==> src/hdl/dpsm_pkg.sv <==
// Package for the drive power state machine: states, commands, option codes, timing.
// Assumes a single 125 MHz core clock domain.
package dpsm_pkg;
   // Automaton states of the drive
   typedef enum logic [2:0] {
      DPSM_NOT_READY,
      DPSM_SW_ON_DIS,
      DPSM_READY,
      DPSM_SWITCHED_ON,
      DPSM_OP_ENABLED,
      DPSM_QSTOP,
      DPSM_FAULT_REACT,
      DPSM_FAULT
   } dpsm_state_t;

   // Commands from the fieldbus master or the local source
   typedef enum logic [2:0] {
      DPSM_CMD_NONE,
      DPSM_CMD_SHUTDOWN,
      DPSM_CMD_SWITCH_ON,
      DPSM_CMD_DISABLE_VOLT,
      DPSM_CMD_QUICK_STOP,
      DPSM_CMD_DISABLE_OP,
      DPSM_CMD_ENABLE_OP,
      DPSM_CMD_FAULT_RESET
   } dpsm_cmd_t;

   localparam int DPSM_CMD_W = 3;
   localparam int DPSM_QSO_W = 4;
   localparam int DPSM_TRANS_W = 5;
   // Quick-stop option code ranges
   localparam logic [3:0] DPSM_QSO_AUTO_LO = 4'h1;
   localparam logic [3:0] DPSM_QSO_AUTO_HI = 4'h4;
   localparam logic [3:0] DPSM_QSO_HOLD_LO = 4'h5;
   localparam logic [3:0] DPSM_QSO_HOLD_HI = 4'h8;
   // Transition number reported when no transition fired
   localparam logic [4:0] DPSM_TRANS_NONE = 5'h1f;
   // Self-test duration after reset
   localparam int DPSM_CLK_MHZ = 125;
   localparam int DPSM_SELFTEST_NS = 1000;
   localparam int DPSM_SELFTEST_CYC = (DPSM_SELFTEST_NS * DPSM_CLK_MHZ + 999) / 1000;
endpackage

==> src/hdl/dpsm_reset_sync.sv <==
// Two-flop reset release synchroniser.
// Assumes the raw reset may assert at any time.
`timescale 1ns/10ps
module dpsm_reset_sync (
   // Clock and raw reset
   input wire logic i_core_clk,
   input wire logic i_arst_n,
   // Synchronised reset
   output logic o_rst_n
);
   typedef struct packed {
      logic s1;
      logic s2;
   } dpsm_rs_state_t;

   dpsm_rs_state_t rs_reg;
   dpsm_rs_state_t rs_next;

   always_comb begin
      rs_next.s1 = 1'b1;
      rs_next.s2 = rs_reg.s1;
   end

   always_ff @(posedge i_core_clk or negedge i_arst_n) begin
      if (!i_arst_n) begin
         rs_reg <= '0;
      end else begin
         rs_reg <= rs_next;
      end
   end

   assign o_rst_n = rs_reg.s2;
endmodule

==> src/hdl/dpsm_selftest.sv <==
// Self-initialisation timer run once after reset release.
// Assumes reset already synchronised to the core clock.
`timescale 1ns/10ps
module dpsm_selftest #(
   parameter int CYCLES = dpsm_pkg::DPSM_SELFTEST_CYC
) (
   // Clock and reset
   input wire logic i_core_clk,
   input wire logic i_rst_n,
   // Status
   output logic o_done
);
   import dpsm_pkg::*;

   initial begin
      if (CYCLES < 1) begin
         $error("CYCLES must be at least one");
      end
   end

   typedef struct packed {
      logic [15:0] cnt;
      logic done;
   } dpsm_st_state_t;

   dpsm_st_state_t st_reg;
   dpsm_st_state_t st_next;

   always_comb begin
      st_next = st_reg;
      if (!st_reg.done) begin
         if (st_reg.cnt == 16'(CYCLES - 1)) begin
            st_next.done = 1'b1;
         end else begin
            st_next.cnt = st_reg.cnt + 16'h0001;
         end
      end
   end

   always_ff @(posedge i_core_clk or negedge i_rst_n) begin
      if (!i_rst_n) begin
         st_reg <= '0;
      end else begin
         st_reg <= st_next;
      end
   end

   assign o_done = st_reg.done;
endmodule

==> src/hdl/dpsm_top.sv <==
// Drive power state machine: the drive_state_automaton of one servo axis, with
// brake, power and drive-function outputs tied to each state.
// Assumes commands arrive as one-cycle pulses synchronous to i_core_clk, and
// that the fault reaction and quick stop logic report completion by level.
`timescale 1ns/10ps

// Summary of operation
// - Brake held applied in the four pre-enabled states and fault.
// - Transition 0 runs self-test after reset; transition 1 activates communication.
// - Shutdown fires 2 (no action) or 8 (disable drive, power off).
// - Switch-on fires 3 and switches high-level power on.
// - Enable-operation fires 4, enables drive and clears set-points.
// - Disable-operation fires 5 and disables the drive function.
// - Shutdown while switched on fires 6 and switches power off.
// - Quick-stop or disable-voltage fires 7 with no action.
// - Disable-voltage fires 9: drive disabled, power off.
// - Disable-voltage or quick-stop fires 10, power off.
// - Quick-stop while enabled fires 11 and starts quick stop.
// - Quick stop done with option 1-4, or disable-voltage, fires 12.
// - Fault signal fires 13 from any state except fault reaction and fault, runs fault reaction.
// - Fault reaction done fires 14: drive disabled, power off.
// - Fault-reset fires 15 only when no fault is present.
// - Transition 16 from quick stop, option 5-8; off by default.
module dpsm_top #(
   parameter int SELFTEST_CYC = dpsm_pkg::DPSM_SELFTEST_CYC,
   parameter bit EN_TRANS16 = 1'b0
) (
   // Clock and reset
   input wire logic i_core_clk,
   input wire logic i_arst_n,
   // Commands and option
   input wire dpsm_pkg::dpsm_cmd_t i_cmd,
   input wire logic [dpsm_pkg::DPSM_QSO_W-1:0] i_qstop_option,
   // Event inputs
   input wire logic i_fault,
   input wire logic i_qstop_done,
   input wire logic i_fault_react_done,
   // State and transition report
   output dpsm_pkg::dpsm_state_t o_state,
   output logic [dpsm_pkg::DPSM_TRANS_W-1:0] o_trans,
   // Power stage and function outputs
   output logic o_brake_applied,
   output logic o_hl_power_on,
   output logic o_drive_enable,
   output logic o_comm_active,
   output logic o_setpoint_clear,
   output logic o_qstop_start,
   output logic o_fault_react_start,
   output logic o_config_allowed
);
   import dpsm_pkg::*;

   initial begin
      if (SELFTEST_CYC < 1 || SELFTEST_CYC > 65535) begin
         $error("SELFTEST_CYC out of range");
      end
   end

   typedef struct packed {
      dpsm_state_t state;
      logic [DPSM_TRANS_W-1:0] trans;
      logic brake;
      logic hl_power;
      logic drive_en;
      logic comm;
      logic sp_clear;
      logic qs_start;
      logic fr_start;
   } dpsm_core_state_t;

   logic rst_n;
   logic selftest_done;
   logic qso_auto;
   logic qso_hold;
   dpsm_core_state_t core_reg;
   dpsm_core_state_t core_next;

   dpsm_reset_sync u_rst (
      .i_core_clk(i_core_clk),
      .i_arst_n(i_arst_n),
      .o_rst_n(rst_n)
   );

   dpsm_selftest #(
      .CYCLES(SELFTEST_CYC)
   ) u_selftest (
      .i_core_clk(i_core_clk),
      .i_rst_n(rst_n),
      .o_done(selftest_done)
   );

   assign qso_auto = (i_qstop_option >= DPSM_QSO_AUTO_LO) && (i_qstop_option <= DPSM_QSO_AUTO_HI);
   assign qso_hold = (i_qstop_option >= DPSM_QSO_HOLD_LO) && (i_qstop_option <= DPSM_QSO_HOLD_HI);

   always_comb begin
      core_next = core_reg;
      // Pulses last one cycle; unmatched commands leave everything else alone
      core_next.trans = DPSM_TRANS_NONE;
      core_next.sp_clear = 1'b0;
      core_next.qs_start = 1'b0;
      core_next.fr_start = 1'b0;
      if (i_fault && core_reg.state != DPSM_FAULT_REACT && core_reg.state != DPSM_FAULT) begin
         core_next.state = DPSM_FAULT_REACT;
         core_next.trans = 5'(13);
         core_next.fr_start = 1'b1;
      end else begin
         unique case (core_reg.state)
            DPSM_NOT_READY: begin
               if (selftest_done) begin
                  core_next.state = DPSM_SW_ON_DIS;
                  core_next.trans = 5'(1);
                  core_next.comm = 1'b1;
               end
            end
            DPSM_SW_ON_DIS: begin
               if (i_cmd == DPSM_CMD_SHUTDOWN) begin
                  core_next.state = DPSM_READY;
                  core_next.trans = 5'(2);
               end
            end
            DPSM_READY: begin
               if (i_cmd == DPSM_CMD_SWITCH_ON) begin
                  core_next.state = DPSM_SWITCHED_ON;
                  core_next.trans = 5'(3);
                  core_next.hl_power = 1'b1;
               end else if (i_cmd == DPSM_CMD_QUICK_STOP || i_cmd == DPSM_CMD_DISABLE_VOLT) begin
                  core_next.state = DPSM_SW_ON_DIS;
                  core_next.trans = 5'(7);
               end
            end
            DPSM_SWITCHED_ON: begin
               if (i_cmd == DPSM_CMD_ENABLE_OP) begin
                  core_next.state = DPSM_OP_ENABLED;
                  core_next.trans = 5'(4);
                  core_next.drive_en = 1'b1;
                  core_next.sp_clear = 1'b1;
               end else if (i_cmd == DPSM_CMD_SHUTDOWN) begin
                  core_next.state = DPSM_READY;
                  core_next.trans = 5'(6);
                  core_next.hl_power = 1'b0;
               end else if (i_cmd == DPSM_CMD_DISABLE_VOLT || i_cmd == DPSM_CMD_QUICK_STOP) begin
                  core_next.state = DPSM_SW_ON_DIS;
                  core_next.trans = 5'(10);
                  core_next.hl_power = 1'b0;
               end
            end
            DPSM_OP_ENABLED: begin
               if (i_cmd == DPSM_CMD_DISABLE_OP) begin
                  core_next.state = DPSM_SWITCHED_ON;
                  core_next.trans = 5'(5);
                  core_next.drive_en = 1'b0;
               end else if (i_cmd == DPSM_CMD_SHUTDOWN) begin
                  core_next.state = DPSM_READY;
                  core_next.trans = 5'(8);
                  core_next.drive_en = 1'b0;
                  core_next.hl_power = 1'b0;
               end else if (i_cmd == DPSM_CMD_DISABLE_VOLT) begin
                  core_next.state = DPSM_SW_ON_DIS;
                  core_next.trans = 5'(9);
                  core_next.drive_en = 1'b0;
                  core_next.hl_power = 1'b0;
               end else if (i_cmd == DPSM_CMD_QUICK_STOP) begin
                  core_next.state = DPSM_QSTOP;
                  core_next.trans = 5'(11);
                  core_next.qs_start = 1'b1;
               end
            end
            DPSM_QSTOP: begin
               if ((i_qstop_done && qso_auto) || i_cmd == DPSM_CMD_DISABLE_VOLT) begin
                  core_next.state = DPSM_SW_ON_DIS;
                  core_next.trans = 5'(12);
                  core_next.drive_en = 1'b0;
                  core_next.hl_power = 1'b0;
               end else if (EN_TRANS16 && qso_hold && i_cmd == DPSM_CMD_ENABLE_OP) begin
                  core_next.state = DPSM_OP_ENABLED;
                  core_next.trans = 5'(16);
                  core_next.drive_en = 1'b1;
               end
            end
            DPSM_FAULT_REACT: begin
               if (i_fault_react_done) begin
                  core_next.state = DPSM_FAULT;
                  core_next.trans = 5'(14);
                  core_next.drive_en = 1'b0;
                  core_next.hl_power = 1'b0;
               end
            end
            DPSM_FAULT: begin
               // reset only without a live fault
               if (i_cmd == DPSM_CMD_FAULT_RESET && !i_fault) begin
                  core_next.state = DPSM_SW_ON_DIS;
                  core_next.trans = 5'(15);
               end
            end
         endcase
      end
      unique case (core_next.state)
         DPSM_OP_ENABLED, DPSM_QSTOP, DPSM_FAULT_REACT: core_next.brake = 1'b0;
         default: core_next.brake = 1'b1;
      endcase
   end

   always_ff @(posedge i_core_clk or negedge rst_n) begin
      if (!rst_n) begin
         core_reg.state <= DPSM_NOT_READY;
         core_reg.trans <= DPSM_TRANS_NONE;
         core_reg.brake <= 1'b1;
         core_reg.hl_power <= 1'b0;
         core_reg.drive_en <= 1'b0;
         core_reg.comm <= 1'b0;
         core_reg.sp_clear <= 1'b0;
         core_reg.qs_start <= 1'b0;
         core_reg.fr_start <= 1'b0;
      end else begin
         core_reg <= core_next;
      end
   end

   assign o_state = core_reg.state;
   assign o_trans = core_reg.trans;
   assign o_brake_applied = core_reg.brake;
   assign o_hl_power_on = core_reg.hl_power;
   assign o_drive_enable = core_reg.drive_en;
   assign o_comm_active = core_reg.comm;
   assign o_setpoint_clear = core_reg.sp_clear;
   assign o_qstop_start = core_reg.qs_start;
   assign o_fault_react_start = core_reg.fr_start;
   // Configuration locked while the drive function runs
   assign o_config_allowed = !core_reg.drive_en;
endmodule

==> config.mk <==
export PLATFORM = sky130hd
export DESIGN_NAME = dpsm_top
export DESIGN_NICKNAME = d
export VERILOG_FILES = /design/src/hdl/dpsm_pkg.sv /design/src/hdl/dpsm_reset_sync.sv /design/src/hdl/dpsm_selftest.sv /design/src/hdl/dpsm_top.sv
export SDC_FILE = /design/constraint.sdc
export NUM_CORES = 1
export LEC_CHECK = 0
export ABC_CLOCK_PERIOD_IN_PS = 1510
export BUFFER_PORTS_ARGS = -buffer_cell sky130_fd_sc_hd__buf_2
export CORE_MARGIN = 1
export CORE_UTILIZATION = 35
export DETAILED_ROUTE_END_ITERATION = 8
export HOLD_SLACK_MARGIN = 0.1
export PLACE_DENSITY = 0.51
export RECOVER_POWER = 25
export SLEW_MARGIN = 20
export SYNTH_ARGS = -nofsm -noshare
export SYNTH_HDL_FRONTEND = slang
export SYNTH_SLANG_ARGS = --single-unit
export TNS_END_PERCENT = 20
==> constraint.sdc <==
create_clock -name i_core_clk -period 1.51 [get_ports i_core_clk]
set_input_delay 0.302 -clock i_core_clk [delete_from_list [all_inputs] [get_ports i_core_clk]]
set_output_delay 0.302 -clock i_core_clk [all_outputs]
set_load 0.005 [all_outputs]
==> results.py <==
metrics = {
    "sta": {
        "setup_viol": 9,
        "fin_crit_sh_pct": 107.4,
        "rsz0062_at_grt": "yes",
        "drv_slew": 0,
        "layout_min_cycle_time_ns": 1.622,
        "setup_ws_ns": -0.1125,
        "hold_viol": 0,
        "skew_ns": 0.009393,
        "relSlewSlack_pct": 54.06,
        "worst_pin_slew_ns": 0.6891,
        "fmax_mhz": 616.3,
    },
    "pwr": {
        "power_frac_comb_pct": 50.3,
        "internal_power_w": 0.002656,
        "seqPwrFrac_pct": 29.5,
        "p_leak_nw": 1.322,
        "total_power_w": 0.004050,
        "switching_share_pct": 34.42,
        "vdd.ir_drop.worst_v": 0.0006883,
        "p_switching_w": 0.001394,
        "power_density_mw_per_mm2": 1437,
        "p_clk_share_pct": 20.2,
    },
    "global_routing": {
        "grt_first_pass_wirelength_um": 8259,
        "grtUsageTotal_pct": 19.95,
        "grt_max_degree": 29,
        "overflow": 0,
        "antenna_found_initial": 0,
        "grt_pass1_vias": 1741,
    },
    "synthesis": {
        "synth_top_cell_area_share_pct": 37.48,
        "post-synth-top-count-cell": "dfrtp_1",
        "synth_cell_types": 48,
        "synth_edf_count": 0,
        "syn-cell-area_mm2": 0.001869,
        "synthTopCellsByArea": "dfrtp_1 37%, dfstp_2 8.4%, xnor2_1 6.6%",
        "postSynthRegisterBits": 34,
        "synth_cells": 203,
        "synthArstFlopShare_pct": 100.0,
        "synth_common_cells": "28 x dfrtp_1, 17 x nand2_1, 15 x nor2_1, 14 x xnor2_1, 13 x o21ai_0",
        "syn-mean-instance-area_um2": 9.208,
        "synth_top_area_cell": "dfrtp_1",
        "ys.flop_type": "dfrtp_1",
        "ys_seq_area_share_pct": 45.92,
        "synth-warning-count": 0,
        "synth_nets": 217,
    },
    "floorplanning": {
        "io_pins": 28,
        "fp.dieW_um": 75.08,
        "coreArea_mm2": 0.005140,
        "dieArea_mm2": 0.005637,
        "die_h_um": 75.08,
        "rows": 26,
        "start_util_pct": 36.37,
    },
    "setup_path": {
        "path_class": "input port to flip-flop",
        "r2r_start": "o_state[0]$_DFF_PN0_",
        "rr_worst_depth": 5,
        "crit_path_end_kind": "flip-flop",
        "critPathLaunch": "i_cmd[0]",
        "r2r_slack_ns": -0.10,
        "crit_fanout": 4,
        "arrival_ns": 1.80,
        "start_kind": "input port",
        "crit_required_ns": 1.68,
    },
    "clocking": {
        "path_clk_slew_ns": 0.07,
        "cts_buffers": 5,
        "clk_latency_ns": 0.29,
        "cts.sinks": 34,
        "cts_tree": "done",
        "clockRootBuffer": "clkbuf_8",
        "clk_path_buf_depth": 2,
        "htree_levels": 2,
    },
    "layout": {
        "nets": 302,
        "drive_gt1_share_pct": 46.71,
        "largest_register_ffs": 16,
        "syn2layout_area_growth_pct": 50.80,
        "diodes": 0,
    },
    "routing": {
        "vias": 1797,
        "drtIter0Drc": 131,
        "drc_errors": 0,
        "first_pass_iters": 4,
        "final_antenna_net_count": 0,
        "routed_wl_um": 5197,
        "detail_route.wl_per_cell_um": 14.48,
        "vias_per_cell": 5.006,
    },
    "place": {
        "port_buffers": 27,
        "place.gp.congestion": 0.9275,
        "place_ws_ns": -0.3327,
        "hpwlAfterDp_um": 3690,
    },
    "hold_path": {
        "hold_path.class": "flip-flop to async pin",
    },
    "run_status": {
        "outcome": "finished, violations left",
        "violations": "negative setup slack",
    },
    "flow_run": {
        "drv_cap": 0,
    },
}
cells by family after synthesis:
group	count (synthesis)	synth area share, %
AND/OR/NAND/NOR	82	23.23
AO/OA/AOI/OAI	45	15.86
flip-flops	34	45.92
buffers and inverters	20	4.418
XOR/XNOR	18	8.434
adder cells (fa/ha/maj)	2	1.338
other	1	0.2006
multiplexers	1	0.6024
worst max-delay path: stages:
cell,delay (ns)
buf_2,0.13
or3b_1,0.46
and3_1,0.21
a2111oi_4,0.19
nand4_1,0.18
mux2_4,0.33
cell usage in the layout, fill, tap and decap left out, types with 9 or more instances in the layout:
cell type	count
nand3_1	10
dfrtp_1	26
xnor2_1	13
nand2_1	17
nor2_1	11
o21ai_0	10
buf_4	55
buf_2	26
a21oi_1	9
final timing paths:
path	endpoint
max in group asynchronous	o_state[0]$_DFF_PN0_
setup reg to reg	o_hl_power_on$_DFFE_PN0P_
min in group i_core_clk	o_qstop_start$_DFF_PN0_
hold / removal	o_comm_active$_DFFE_PN0P_
hold reg to reg	o_comm_active$_DFFE_PN0P_
setup / recovery	o_hl_power_on$_DFFE_PN0P_
timing repair:
| item | 4_1_cts | 5_1_grt |
|---|---|---|
| pin swaps | 9 | 6 |
| hold endpoints to repair | 2 | 0 |
| resized for setup | 22 | 21 |
| hold buffers | 1 | 0 |
| setup endpoints to repair | 23 | 26 |
| setup buffers | 3 | 2 |
through the flow:
step	cell area, um^2	hold slack (ns)	instances	utilization [%]	setup TNS (ns)
2_1_floorplan	1889	0.006409	203	-	-0.3842
3_3_place_gp	2492	0.08967	345	48.49	-3.263
3_5_place_dp	2492	0.08896	345	48.49	-3.042
4_1_cts	2733	0.1114	357	53.16	-0.6196
5_1_grt	2819	0.1003	359	54.84	-1.539
6_report	2819	0.07410	359	54.84	-0.3192
power groups by stage:
stage / Clock [W] / Sequential (W) / Combinational [W]
after floorplan: 0 / 0.00121 / 0.000800
after global placement: 0 / 0.00121 / 0.00169
after detailed placement: 0 / 0.00120 / 0.00168
after CTS: 0.000843 / 0.00119 / 0.00186
after global routing: 0.000883 / 0.00121 / 0.00220
final: 0.000818 / 0.00119 / 0.00204
metal layers:
metal,wire length [um],up-vias,part of all wire [%],track usage (%)
li1,-,886,-,-
met1,2401,839,46,27.68
met2,2411,63,46,30.63
met3,295,9,5.7,4.150
met4,89,0,1.7,7.547
met5,0,-,0,0
area by class of cell:
class | instances | area, um^2
fillers | 481 | 2321
multi-input cells | 149 | 1112
flip-flops and latches | 34 | 860.8
repair buffers | 89 | 618.1
well taps | 70 | 87.58
clock buffers | 7 | 76.32
inverters | 9 | 33.78
clock inverters | 1 | 30.03
No activity file was read; power rests on OpenSTA's default activity.
